$ cat src/acsr_map.svh
// Purpose: offsets, field positions, masks and reset values of the converter status/control block
// Assumes: 32-bit AXI4-Lite data, one aligned word per register
// Notes:   definitions only
`ifndef ACSR_MAP_SVH
`define ACSR_MAP_SVH

`define ACSR_ADDR_W            12

`define ACSR_OFS_STATUS        12'h000
`define ACSR_OFS_CTRL_ONE      12'h004
`define ACSR_OFS_CTRL_TWO      12'h008

`define ACSR_STATUS_RESET      5'h00
`define ACSR_CTRL_ONE_RESET    32'h0000_0000
`define ACSR_CTRL_TWO_RESET    32'h0000_0000

// writable bits; everything else stays at its reset value of zero
`define ACSR_CTRL_ONE_MASK     32'h00c0_ffff
`define ACSR_CTRL_TWO_MASK     32'h00fe_f90f

`define ACSR_FLAG_WATCHDOG     0
`define ACSR_FLAG_CONV_END     1
`define ACSR_FLAG_INJ_END      2
`define ACSR_FLAG_INJ_START    3
`define ACSR_FLAG_REG_START    4
`define ACSR_FLAG_COUNT        5

`define ACSR_C1_WD_REGULAR     23
`define ACSR_C1_WD_INJECTED    22
`define ACSR_C1_BURST_MSB      15
`define ACSR_C1_BURST_LSB      13
`define ACSR_C1_INJ_BURST      12
`define ACSR_C1_REG_BURST      11
`define ACSR_C1_AUTO_INJ       10
`define ACSR_C1_WD_SINGLE      9
`define ACSR_C1_SCAN           8
`define ACSR_C1_INJ_END_IE     7
`define ACSR_C1_WD_IE          6
`define ACSR_C1_CONV_END_IE    5
`define ACSR_C1_WD_CH_MSB      4
`define ACSR_C1_WD_CH_LSB      0
`define ACSR_WD_CHANNEL_MAX    5'h11

`define ACSR_RESP_OKAY         2'h0
`define ACSR_RESP_SLVERR       2'h2

`endif

$ cat src/acsr_pkg.sv
// Purpose: types shared by the converter status/control block
// Assumes: acsr_map.svh constants
// Notes:   state of each module is one packed struct
`include "acsr_map.svh"

package acsr_pkg;

	typedef enum logic [1:0] {
		SEQ_IDLE,
		SEQ_REGULAR,
		SEQ_INJECTED
	} acsr_seq_type;

	typedef struct packed {
		logic                     wr_en;
		logic [`ACSR_ADDR_W-1:0]  wr_addr;
		logic [31:0]              wdata;
		logic [3:0]               wstrb;
		logic                     rd_en;
		logic [`ACSR_ADDR_W-1:0]  rd_addr;
	} acsr_reg_req_type;

	typedef struct packed {
		logic                     wr_hit;
		logic                     rd_hit;
		logic [31:0]              rdata;
	} acsr_reg_rsp_type;

	typedef struct packed {
		logic                     valid;
		logic                     injected;
		logic [4:0]               channel;
		logic [11:0]              result;
	} acsr_conv_done_type;

	typedef struct packed {
		logic                     aw_held;
		logic [`ACSR_ADDR_W-1:0]  aw_addr;
		logic                     w_held;
		logic [31:0]              w_data;
		logic [3:0]               w_strb;
		logic                     b_valid;
		logic [1:0]               b_resp;
		logic                     r_valid;
		logic [31:0]              r_data;
		logic [1:0]               r_resp;
	} acsr_port_state_type;

	typedef struct packed {
		logic [`ACSR_FLAG_COUNT-1:0] flags;
		logic [31:0]              ctrl_one;
		logic [31:0]              ctrl_two;
		acsr_seq_type             seq;
		logic [3:0]               reg_pos;
		logic [2:0]               burst_left;
		logic [1:0]               inj_pos;
		logic                     inj_pending;
		logic                     reg_resume;
		logic                     start;
		logic                     start_injected;
		logic [3:0]               start_slot;
	} acsr_core_state_type;

endpackage : acsr_pkg

$ cat src/acsr_axil_port.sv
// Purpose: AXI4-Lite slave front end, turns bus transfers into one-cycle register strobes
// Assumes: one write and one read outstanding at most
// Notes:   address and data may arrive in either order; write strobe fires once both are held
`timescale 1ns/1ps

module acsr_axil_port
	import acsr_pkg::*;
(
	input  wire logic                    clk,
	input  wire logic                    rst,
	input  wire logic [`ACSR_ADDR_W-1:0] awaddr,
	input  wire logic                    awvalid,
	output logic                         awready,
	input  wire logic [31:0]             wdata,
	input  wire logic [3:0]              wstrb,
	input  wire logic                    wvalid,
	output logic                         wready,
	output logic [1:0]                   bresp,
	output logic                         bvalid,
	input  wire logic                    bready,
	input  wire logic [`ACSR_ADDR_W-1:0] araddr,
	input  wire logic                    arvalid,
	output logic                         arready,
	output logic [31:0]                  rdata,
	output logic [1:0]                   rresp,
	output logic                         rvalid,
	input  wire logic                    rready,
	output acsr_reg_req_type             req,
	input  wire acsr_reg_rsp_type        rsp
);

	acsr_port_state_type cur;
	acsr_port_state_type next_cur;

	// no new address or data is taken while a response waits, so writes never overlap
	assign awready = !cur.aw_held && !cur.b_valid;
	assign wready  = !cur.w_held && !cur.b_valid;
	assign arready = !cur.r_valid;
	assign bvalid  = cur.b_valid;
	assign bresp   = cur.b_resp;
	assign rvalid  = cur.r_valid;
	assign rdata   = cur.r_data;
	assign rresp   = cur.r_resp;

	always_comb begin
		next_cur = cur;
		req.wr_en   = cur.aw_held && cur.w_held && !cur.b_valid;
		req.wr_addr = cur.aw_addr;
		req.wdata   = cur.w_data;
		req.wstrb   = cur.w_strb;
		req.rd_en   = arvalid && !cur.r_valid;
		req.rd_addr = araddr;
		if (awvalid && awready) begin
			next_cur.aw_held = 1'b1;
			next_cur.aw_addr = awaddr;
		end
		if (wvalid && wready) begin
			next_cur.w_held = 1'b1;
			next_cur.w_data = wdata;
			next_cur.w_strb = wstrb;
		end
		if (req.wr_en) begin
			next_cur.aw_held = 1'b0;
			next_cur.w_held  = 1'b0;
			next_cur.b_valid = 1'b1;
			next_cur.b_resp  = rsp.wr_hit ? `ACSR_RESP_OKAY : `ACSR_RESP_SLVERR;
		end
		if (cur.b_valid && bready) begin
			next_cur.b_valid = 1'b0;
		end
		if (cur.r_valid && rready) begin
			next_cur.r_valid = 1'b0;
		end
		if (req.rd_en) begin
			next_cur.r_valid = 1'b1;
			next_cur.r_data  = rsp.rdata;
			next_cur.r_resp  = rsp.rd_hit ? `ACSR_RESP_OKAY : `ACSR_RESP_SLVERR;
		end
	end

	always_ff @(posedge clk) begin
		if (rst) begin
			cur <= '0;
		end else begin
			cur <= next_cur;
		end
	end

endmodule : acsr_axil_port

$ cat src/acsr_regs.sv
// Purpose: status flags, first and second control registers and group sequencing of a converter
// Assumes: converter core, triggers and result-read strobe run on REF_CLK (40 MHz)
// Notes:   sequence lists and thresholds live outside; this block picks slots and raises flags
`timescale 1ns/1ps

module acsr_regs
	import acsr_pkg::*;
(
	input  wire logic                    REF_CLK,
	input  wire logic                    SYS_RST,
	input  wire logic [`ACSR_ADDR_W-1:0] S_AXI_AWADDR,
	input  wire logic                    S_AXI_AWVALID,
	output logic                         S_AXI_AWREADY,
	input  wire logic [31:0]             S_AXI_WDATA,
	input  wire logic [3:0]              S_AXI_WSTRB,
	input  wire logic                    S_AXI_WVALID,
	output logic                         S_AXI_WREADY,
	output logic [1:0]                   S_AXI_BRESP,
	output logic                         S_AXI_BVALID,
	input  wire logic                    S_AXI_BREADY,
	input  wire logic [`ACSR_ADDR_W-1:0] S_AXI_ARADDR,
	input  wire logic                    S_AXI_ARVALID,
	output logic                         S_AXI_ARREADY,
	output logic [31:0]                  S_AXI_RDATA,
	output logic [1:0]                   S_AXI_RRESP,
	output logic                         S_AXI_RVALID,
	input  wire logic                    S_AXI_RREADY,
	input  wire logic                    REG_TRIGGER,
	input  wire logic                    INJ_TRIGGER,
	input  wire logic                    RESULT_READ,
	input  wire acsr_conv_done_type      CONV_DONE,
	input  wire logic [3:0]              REG_SEQ_LAST,
	input  wire logic [1:0]              INJ_SEQ_LAST,
	input  wire logic [11:0]             LOW_THRESHOLD,
	input  wire logic [11:0]             HIGH_THRESHOLD,
	output logic                         CONV_START,
	output logic                         CONV_INJECTED,
	output logic [3:0]                   CONV_SLOT,
	output logic                         CONV_BUSY,
	output logic [31:0]                  CONTROL_TWO,
	output logic                         CONV_IRQ
);

	acsr_reg_req_type                req;
	acsr_reg_rsp_type                rsp;
	acsr_core_state_type             cur;
	acsr_core_state_type             next_cur;
	logic [`ACSR_FLAG_COUNT-1:0]     flag_set;
	logic [`ACSR_FLAG_COUNT-1:0]     flag_clr;
	logic                            reg_walk;
	logic                            inj_walk;
	logic                            reg_last;
	logic                            inj_last;
	logic                            burst_end;
	logic                            group_done;
	logic                            wd_scope;
	logic                            wd_channel_ok;

	acsr_axil_port u_port (
		.clk     (REF_CLK),
		.rst     (SYS_RST),
		.awaddr  (S_AXI_AWADDR),
		.awvalid (S_AXI_AWVALID),
		.awready (S_AXI_AWREADY),
		.wdata   (S_AXI_WDATA),
		.wstrb   (S_AXI_WSTRB),
		.wvalid  (S_AXI_WVALID),
		.wready  (S_AXI_WREADY),
		.bresp   (S_AXI_BRESP),
		.bvalid  (S_AXI_BVALID),
		.bready  (S_AXI_BREADY),
		.araddr  (S_AXI_ARADDR),
		.arvalid (S_AXI_ARVALID),
		.arready (S_AXI_ARREADY),
		.rdata   (S_AXI_RDATA),
		.rresp   (S_AXI_RRESP),
		.rvalid  (S_AXI_RVALID),
		.rready  (S_AXI_RREADY),
		.req     (req),
		.rsp     (rsp)
	);

	// byte lanes are honoured even though software is expected to write whole words
	function automatic logic [31:0] merge_word(
		input logic [31:0] old_word,
		input logic [31:0] new_word,
		input logic [3:0]  strb,
		input logic [31:0] mask
	);
		logic [31:0] lanes;
		lanes = {{8{strb[3]}}, {8{strb[2]}}, {8{strb[1]}}, {8{strb[0]}}} & mask;
		return (old_word & ~lanes) | (new_word & lanes);
	endfunction : merge_word

	function automatic logic ctl(input logic [31:0] word, input int pos);
		return word[pos];
	endfunction : ctl

	// issues a one-cycle start to the converter core and waits for its done
	function automatic acsr_core_state_type launch(
		input acsr_core_state_type s,
		input logic                injected,
		input logic [3:0]          slot
	);
		acsr_core_state_type r;
		r = s;
		r.start          = 1'b1;
		r.start_injected = injected;
		r.start_slot     = slot;
		r.seq            = injected ? SEQ_INJECTED : SEQ_REGULAR;
		return r;
	endfunction : launch

	assign CONV_START    = cur.start;
	assign CONV_INJECTED = cur.start_injected;
	assign CONV_SLOT     = cur.start_slot;
	assign CONV_BUSY     = (cur.seq != SEQ_IDLE);
	assign CONTROL_TWO   = cur.ctrl_two;

	assign CONV_IRQ =
		(cur.flags[`ACSR_FLAG_INJ_END] && ctl(cur.ctrl_one, `ACSR_C1_INJ_END_IE)) ||
		(cur.flags[`ACSR_FLAG_WATCHDOG] && ctl(cur.ctrl_one, `ACSR_C1_WD_IE)) ||
		(cur.flags[`ACSR_FLAG_CONV_END] && ctl(cur.ctrl_one, `ACSR_C1_CONV_END_IE));

	// bursts and scan both walk the list; otherwise only the first slot is converted
	assign reg_walk  = ctl(cur.ctrl_one, `ACSR_C1_SCAN) || ctl(cur.ctrl_one, `ACSR_C1_REG_BURST);
	assign inj_walk  = ctl(cur.ctrl_one, `ACSR_C1_SCAN) || ctl(cur.ctrl_one, `ACSR_C1_INJ_BURST);
	assign reg_last  = !reg_walk || (cur.reg_pos == REG_SEQ_LAST);
	assign inj_last  = !inj_walk || (cur.inj_pos == INJ_SEQ_LAST);
	assign burst_end = ctl(cur.ctrl_one, `ACSR_C1_REG_BURST) && (cur.burst_left == 3'h0);

	assign wd_scope = CONV_DONE.injected ? ctl(cur.ctrl_one, `ACSR_C1_WD_INJECTED)
	                                     : ctl(cur.ctrl_one, `ACSR_C1_WD_REGULAR);
	// reserved channel codes never match a real channel, so they guard nothing
	assign wd_channel_ok = !ctl(cur.ctrl_one, `ACSR_C1_WD_SINGLE) ||
		((cur.ctrl_one[`ACSR_C1_WD_CH_MSB:`ACSR_C1_WD_CH_LSB] == CONV_DONE.channel) &&
		 (CONV_DONE.channel <= `ACSR_WD_CHANNEL_MAX));

	always_comb begin
		rsp.wr_hit = (req.wr_addr == `ACSR_OFS_STATUS) ||
		             (req.wr_addr == `ACSR_OFS_CTRL_ONE) ||
		             (req.wr_addr == `ACSR_OFS_CTRL_TWO);
		rsp.rd_hit = 1'b1;
		if (req.rd_addr == `ACSR_OFS_STATUS) begin
			rsp.rdata = {27'h0000000, cur.flags};
		end else if (req.rd_addr == `ACSR_OFS_CTRL_ONE) begin
			rsp.rdata = cur.ctrl_one;
		end else if (req.rd_addr == `ACSR_OFS_CTRL_TWO) begin
			rsp.rdata = cur.ctrl_two;
		end else begin
			rsp.rd_hit = 1'b0;
			rsp.rdata  = 32'h0000_0000;
		end
	end

	always_comb begin
		next_cur   = cur;
		next_cur.start = 1'b0;
		flag_set   = '0;
		flag_clr   = '0;
		group_done = 1'b0;

		if (req.wr_en) begin
			if (req.wr_addr == `ACSR_OFS_STATUS) begin
				// writing one leaves a flag alone, writing zero clears it
				if (req.wstrb[0]) begin
					flag_clr = ~req.wdata[`ACSR_FLAG_COUNT-1:0];
				end
			end else if (req.wr_addr == `ACSR_OFS_CTRL_ONE) begin
				next_cur.ctrl_one = merge_word(cur.ctrl_one, req.wdata, req.wstrb,
				                               `ACSR_CTRL_ONE_MASK);
			end else if (req.wr_addr == `ACSR_OFS_CTRL_TWO) begin
				next_cur.ctrl_two = merge_word(cur.ctrl_two, req.wdata, req.wstrb,
				                               `ACSR_CTRL_TWO_MASK);
			end
		end
		if (RESULT_READ) begin
			flag_clr[`ACSR_FLAG_CONV_END] = 1'b1;
		end

		if (CONV_DONE.valid && wd_scope && wd_channel_ok &&
		    ((CONV_DONE.result < LOW_THRESHOLD) || (CONV_DONE.result > HIGH_THRESHOLD))) begin
			flag_set[`ACSR_FLAG_WATCHDOG] = 1'b1;
		end

		// an injected trigger during a regular group waits for the next channel boundary
		if (INJ_TRIGGER) begin
			next_cur.inj_pending = 1'b1;
		end

		case (cur.seq)
			SEQ_IDLE: begin
				if (cur.inj_pending || INJ_TRIGGER) begin
					next_cur = launch(next_cur, 1'b1, {2'h0, cur.inj_pos});
					next_cur.inj_pending = 1'b0;
					flag_set[`ACSR_FLAG_INJ_START] = 1'b1;
				end else if (REG_TRIGGER) begin
					next_cur = launch(next_cur, 1'b0, cur.reg_pos);
					next_cur.burst_left = cur.ctrl_one[`ACSR_C1_BURST_MSB:`ACSR_C1_BURST_LSB];
					flag_set[`ACSR_FLAG_REG_START] = 1'b1;
				end
			end
			SEQ_REGULAR: begin
				if (CONV_DONE.valid) begin
					if (reg_last) begin
						flag_set[`ACSR_FLAG_CONV_END] = 1'b1;
						next_cur.reg_pos = 4'h0;
						if (ctl(cur.ctrl_one, `ACSR_C1_AUTO_INJ) || next_cur.inj_pending) begin
							next_cur = launch(next_cur, 1'b1, {2'h0, cur.inj_pos});
							next_cur.inj_pending = 1'b0;
							flag_set[`ACSR_FLAG_INJ_START] = 1'b1;
						end else begin
							next_cur.seq = SEQ_IDLE;
						end
					end else begin
						next_cur.reg_pos    = cur.reg_pos + 4'h1;
						next_cur.burst_left = cur.burst_left - 3'h1;
						if (next_cur.inj_pending) begin
							next_cur = launch(next_cur, 1'b1, {2'h0, cur.inj_pos});
							next_cur.inj_pending = 1'b0;
							next_cur.reg_resume  = !burst_end;
							flag_set[`ACSR_FLAG_INJ_START] = 1'b1;
						end else if (burst_end) begin
							next_cur.seq = SEQ_IDLE;
						end else begin
							next_cur = launch(next_cur, 1'b0, cur.reg_pos + 4'h1);
						end
					end
				end
			end
			SEQ_INJECTED: begin
				if (CONV_DONE.valid) begin
					if (inj_last) begin
						flag_set[`ACSR_FLAG_INJ_END]  = 1'b1;
						flag_set[`ACSR_FLAG_CONV_END] = 1'b1;
						next_cur.inj_pos = 2'h0;
						group_done = 1'b1;
					end else begin
						next_cur.inj_pos = cur.inj_pos + 2'h1;
						// split injected groups convert one channel per trigger
						group_done = ctl(cur.ctrl_one, `ACSR_C1_INJ_BURST);
						if (!group_done) begin
							next_cur = launch(next_cur, 1'b1, {2'h0, cur.inj_pos + 2'h1});
						end
					end
					if (group_done) begin
						if (cur.reg_resume) begin
							next_cur = launch(next_cur, 1'b0, cur.reg_pos);
							next_cur.reg_resume = 1'b0;
						end else begin
							next_cur.seq = SEQ_IDLE;
						end
					end
				end
			end
			default: begin
				next_cur.seq = SEQ_IDLE;
			end
		endcase

		// a hardware set in the same cycle as a clear wins
		next_cur.flags = flag_set | (cur.flags & ~flag_clr);
	end

	always_ff @(posedge REF_CLK) begin
		if (SYS_RST) begin
			cur          <= '0;
			cur.flags    <= `ACSR_STATUS_RESET;
			cur.ctrl_one <= `ACSR_CTRL_ONE_RESET;
			cur.ctrl_two <= `ACSR_CTRL_TWO_RESET;
			cur.seq      <= SEQ_IDLE;
		end else begin
			cur <= next_cur;
		end
	end

endmodule : acsr_regs

$ cat config.mk
export PLATFORM = sky130hd
export DESIGN_NAME = acsr_regs
export DESIGN_NICKNAME = d
export VERILOG_FILES = /design/src/acsr_pkg.sv /design/src/acsr_axil_port.sv /design/src/acsr_regs.sv
export VERILOG_INCLUDE_DIRS = /design/src
export SDC_FILE = /design/constraint.sdc
export NUM_CORES = 1
export LEC_CHECK = 0
export BUFFER_PORTS_ARGS = -buffer_cell sky130_fd_sc_hd__buf_2
export CAP_MARGIN = 40
export CORE_UTILIZATION = 51
export CTS_CLUSTER_SIZE = 14
export DETAILED_ROUTE_END_ITERATION = 12
export PLACE_DENSITY = 0.89
export SYNTH_ARGS = -nofsm -noshare
export SYNTH_HDL_FRONTEND = slang
export SYNTH_SLANG_ARGS = --single-unit
export TNS_END_PERCENT = 10
$ cat constraint.sdc
create_clock -name REF_CLK -period 2.6 [get_ports REF_CLK]
set_clock_uncertainty 0.05 [all_clocks]
set_input_delay 0.39 -clock REF_CLK [delete_from_list [all_inputs] [get_ports REF_CLK]]
set_output_delay 0.39 -clock REF_CLK [all_outputs]
set_load 0.005 [all_outputs]
# Word level (Yosys, flattened, before mapping)
# Index checks and enable logic that the tools add are counted.
dict set report totals {
  reg_bits 175
  output_inout_bits 81
}
dict set report op_classes {
  addsub 3
  magnitude_cmp 3
  eq_ne 20
  n_mux 59
  bitwise 14
  n_reduce_logical 53
}
# op count
set op_table {}
lappend op_table {{32-bit 2-to-1 mux} 6}
lappend op_table {{19-bit 2-to-1 mux} 8}
lappend op_table {{64-bit 2-to-1 mux} 2}
lappend op_table {{32-bit by 24-bit AND with 32-bit output} 2}
lappend op_table {{32-bit AND} 2}
lappend op_table {{24-bit NOT with 32-bit output} 2}
lappend op_table {{32-bit bitwise OR} 2}
lappend op_table {{17-bit case mux with 3 select lines} 1}
lappend op_table {{35-bit 2-to-1 mux} 1}
lappend op_table {{12-bit by 3-bit == test with 1-bit output, second input constant} 2}
lappend op_table {{12-bit by 4-bit == test with 1-bit output, second input constant} 2}
lappend op_table {{12-bit logical NOT} 2}
lappend op_table {{1-bit 2-to-1 mux} 24}
lappend op_table {{6-bit AND reduction} 3}
lappend op_table {{1-bit logical AND} 17}
lappend op_table {{8-bit 2-to-1 mux} 2}
lappend op_table {{5-bit 2-to-1 mux} 3}
lappend op_table {{12-bit > comparator} 1}
lappend op_table {{1-bit logical OR} 12}
lappend op_table {{12-bit < comparator} 1}
lappend op_table {{2-bit 2-to-1 mux} 6}
lappend op_table {{2-bit inequality test, second input constant} 6}
lappend op_table {{3-bit inequality test, second input constant} 4}
lappend op_table {{5-bit NOT} 2}
lappend op_table {{26 further kinds} 39}

# Longest topological paths before layout
dict set report logic_depth {
  word_depth 9
  ltp_mapped 9
  depth_no_buf 9
}

# By module
# From an unflattened synthesis, not the netlist that was laid out.
dict set report unflattened {
  hier_cells 1030
  hier_area_um2 8026.4
}
# mod instances cells_per_inst area_each_um2 seq_area_each_um2
set by_module_without_submodules {}
lappend by_module_without_submodules {acsr_regs 1 555 4270.3 1181.1}
lappend by_module_without_submodules {acsr_axil_port 1 475 3756.1 1721.7}

# Worst setup path after synthesis
# OpenSTA, ideal clock, no wires.
dict set report synth_timing {
  path_type {input to register}
  start {input port REG_SEQ_LAST[3]}
  end {register cur, in the netlist CONV_SLOT[0]}
  setup_time_ns 0.125
  t_arrival_ns 1.862
  setup_slack_ns 0.563
  cell_stages 6
  n_path_buf 0
  cell_sequence {xor2_1 > or4_1 > and3_4 > mux2_4 > a222oi_1 > o2bb2ai_1}
}
dict set report synth_via {
  elab_chain_len 5
  word_cells_on_any_way 8
  classes_between {eq/ne: 3; mux: 3; reduce/logical: 2}
}
# element line_no
set synth_lines {}
lappend synth_lines {{from (decl)} acsr_regs.sv:32} ;# input wire logic [3:0] REG_SEQ_LAST,
lappend synth_lines {{4-bit == test (*)} acsr_regs.sv:128} ;# assign reg_last = !reg_walk || (cur.reg_pos == REG_SEQ_LAST);
lappend synth_lines {{1-bit logical OR (*)} acsr_regs.sv:128}
lappend synth_lines {{19-bit 2-to-1 mux} acsr_regs.sv:205} ;# if (reg_last) begin
lappend synth_lines {{19-bit 2-to-1 mux} acsr_regs.sv:204} ;# if (CONV_DONE.valid) begin
lappend synth_lines {{17-bit case mux with 3 select lines} acsr_regs.sv:191} ;# case (cur.seq)
lappend synth_lines {{to (signal assigned)} acsr_regs.sv:273} ;# cur <= next_cur;
lappend synth_lines {{to (decl)} acsr_regs.sv:46} ;# acsr_core_state_type cur;
# Mark *: on every way between the ends. The rest lies on a longest branch, timed or not. The select of a mux whose other input is x is not followed.
# A chain may end at the register's enable or synchronous reset.

# Worst setup path after layout
dict set report layout_timing {
  start {register u_port.cur, in the netlist u_port.req[49]}
  end {register cur[83] in the netlist's numbering}
}
dict set report layout_via {
  elab_chain_len 6
}
# element line_no
set layout_lines {}
lappend layout_lines {{from (decl)} acsr_axil_port.sv:32} ;# acsr_port_state_type cur;
lappend layout_lines {{from (signal assigned)} acsr_axil_port.sv:85} ;# cur <= next_cur;
lappend layout_lines {{12-bit logical NOT (no source line)} -}
lappend layout_lines {{5-bit 2-to-1 mux} acsr_regs.sv:164} ;# if (req.wr_addr == `ACSR_OFS_STATUS) begin
lappend layout_lines {{5-bit 2-to-1 mux} acsr_regs.sv:163} ;# if (req.wr_en) begin
lappend layout_lines {{5-bit NOT} acsr_regs.sv:262} ;# next_cur.flags = flag_set | (cur.flags & ~flag_clr);
lappend layout_lines {{5-bit AND} acsr_regs.sv:262}
lappend layout_lines {{5-bit bitwise OR} acsr_regs.sv:262}
# Every way passes these cells.

==> run summary <==
CTS hold repair buffers: 0
sequential fraction of the synthesis area: 38.4%
top_reg_cell synth: dfxtp_1
clk_lat worst skew: 0.42 ns
Crit. End Element: register
Syn Inst Count: 822
Max-Cap Viols: 0
die width: 115 um
Tightest Hold Check Type: in2reg
cts bufs inserted: 17
Wirelength per Cell: 15.2 um
H-tree depth: 4
final period utilization: 86.6%
Final Max Tran Viols: 0
antenna fix cells: 0
RSZ-0062 raised after global routing: false
crit path time final: 2.25 ns
fmax: 444 MHz
Antenna Violating Nets Remaining: 0
row count: 41
total number of vias: 6064
vias in the first global route: 5472
slew margin rel.: 41.8%
CTS tree: done
I/O Pins: 200
drt total wl: 17.0 mm
number of distinct library cells after synthesis: 59
CP arrival: 2.49 ns
total gr overflow: 0
fraction of registers with async set or reset after synthesis: 0%
Cells after DPL: 1080
clk sink count: 126
via-per-instance ratio: 5.45
Total GRT Usage: 25.7%
global-route wire length before repair: 26.4 mm
yosys warns: 0
# nets final: 1077
Fin Setup TNS: 0 ns
Final Hold Fails: 0
HP Start: S_AXI_RREADY
die height: 115 um
mapped cell area: 0.00657 mm^2
Residual DRC: 0
Setup CP Type: reg2reg
1st-pass router iterations: 8
post-place setup slack: 0.371 ns
Final Non-Filler Cells: 1112
port bufs: 163
number of synthesized flops with an enable pin: 0
Final setup viols: 0
slack of the critical path: 0.349 ns
CTS root buffer: clkbuf_16
Synth Register Bits: 126
CP Launch Type: register
largest net degree at the start of global routing: 68
CTS clk-pin slew, worst paths: 0.06 ns
total power density per cell area: 660 mW/mm^2
r2r startpoint: u_port.req[49]$_SDFFE_PP0P_
P_leak: 3.46 nW
area delta synth->final: 17.0%
Post-CTS Resized: 0
share of layout cells above drive strength 1: 23.2%
Post-CTS Setup Repair Bufs: 0
Die Footprint: 0.0133 mm^2
syn avg cell area: 7.99 um^2
worst-margin pin slew: 0.872 ns
core area: 0.0126 mm^2
Crit. Startpoint: u_port.req[49]$_SDFFE_PP0P_
clock buffer depth: 2
status: complete, no violations
initial core utilization: 52.2%
antenna violations before repair: 2
First DRT Iteration DRCs: 456
Crit Path Max Fanout: 5
required time of the worst setup path: 2.84 ns
Routability Congestion: 0.895
HPWL Detailed: 12.5 mm
finished layout cell area: 0.00768 mm^2
Placed Area: 0.00707 mm^2
Peak supply drop: 0.569 mV
-- worst max-delay path, cell delays in order (launching register included) --
cell     delay (ns)
dfxtp_1        0.31
nor4_1         0.32
nand4_1        0.18
or4b_2         0.74
o21ai_0        0.28
o211a_1        0.19
a22oi_1        0.06
-- final timing paths --
path | cells past startpoint | end | slack [ns]
worst min-delay path | 2 | u_port.rvalid$_SDFFE_PP0P_ | 0.10
worst max register to register | 6 | cur[83]$_SDFF_PP0_ | 0.35
worst min register to register | 2 | u_port.rdata[9]$_SDFFE_PP0P_ | 0.40
worst max-delay path | 6 | cur[83]$_SDFF_PP0_ | 0.35
-- where the power goes --
group          internal (mW)  total [mW]  switching (mW)
combinational          0.228       0.564           0.336
sequential              2.01        2.07          0.0596
clock                   1.52        2.44           0.917
total                   3.76        5.07            1.31
-- cells by family (layout without fill, tap and decap cells) --
logic type / after synthesis / after routing / synth area share, %
flops: 126 / 126 / 38.4
mux: 17 / 17 / 2.71
fa+ha+maj: 31 / 31 / 5.91
simple gates: 294 / 294 / 20.2
other cells: 1 / 26 / 0.0571
buf+inv: 153 / 246 / 13.2
compound gates: 188 / 188 / 17.9
xor+xnor: 12 / 12 / 1.60
-- synth_stat cells, types with 3 or more instances --
cell | count | area share (%)
and2_1 | 3 | 0.29
xor2_1 | 7 | 0.93
o31ai_1 | 3 | 0.34
a21o_1 | 8 | 0.91
a222oi_1 | 3 | 0.46
nand2b_1 | 3 | 0.29
inv_1 | 38 | 2.2
buf_4 | 75 | 8.6
xnor2_1 | 5 | 0.67
a221o_1 | 4 | 0.61
nand4_1 | 4 | 0.38
nor2b_1 | 5 | 0.48
mux2i_1 | 14 | 2.1
nor4bb_1 | 3 | 0.46
nand2_1 | 144 | 8.2
a21oi_1 | 104 | 7.9
nor3b_1 | 4 | 0.46
dfxtp_1 | 126 | 38
o2bb2ai_1 | 9 | 1.2
a211oi_1 | 7 | 0.80
nor3_1 | 23 | 1.8
o21ai_0 | 16 | 1.2
a221oi_1 | 12 | 1.6
ha_1 | 31 | 5.9
clkbuf_1 | 36 | 2.1
nor2_1 | 50 | 2.9
nand3_1 | 36 | 2.7
nor4_1 | 6 | 0.57
-- routing by layer --
metal	track usage, %	share of wire (%)	up-vias
li1	-	-	2968
met5	0	0.071	-
met3	9.10	9.4	51
met4	10.4	3.1	2
met1	31.4	41	2759
met2	41.5	46	284
-- cell usage in the layout, fill, tap and decap left out, types with 3 or more instances in the layout --
master and count:
a211oi_1 7, buf_4 14, bufinv_16 3, a221oi_1 12
o2bb2ai_1 9, nand2_1 144, clkbuf_16 17, nor2b_1 5
nand4_1 4, nor4bb_1 3, nand2b_1 3, a221o_1 4
inv_1 38, o31ai_1 3, a21oi_1 104, o21ai_0 16
nand3_1 36, nor4_1 6, nor3b_1 3, nor2_1 50
dfxtp_1 126, conb_1 26, mux2i_1 14, and2_1 3
a21o_1 8, inv_6 6, xnor2_1 5, xor2_1 7
ha_1 31, buf_2 162, nor3_1 23, nor3b_2 3
a222oi_1 3
-- area by class of cell --
type                    instances  area [um^2]
clock buffers                  18          429
multi-input cells             568         3280
repair buffers                176          916
inverters                      38          143
flip-flops and latches        126         2520
well taps                     172          215
clock inverters                14          180
fillers                      1087         4890
-- metrics by stage --
step | hold WS [ns] | util [%] | power, mW
2_1_floorplan | 0.382 | - | 2.49
3_3_place_gp | 0.389 | 56.3 | 2.64
3_5_place_dp | 0.392 | 56.3 | 2.66
4_1_cts | 0.0895 | 61.1 | 5.08
5_1_grt | 0.0972 | 61.1 | 5.26
6_report | 0.102 | 61.1 | 5.07
(Power assumes the default switching activity.)
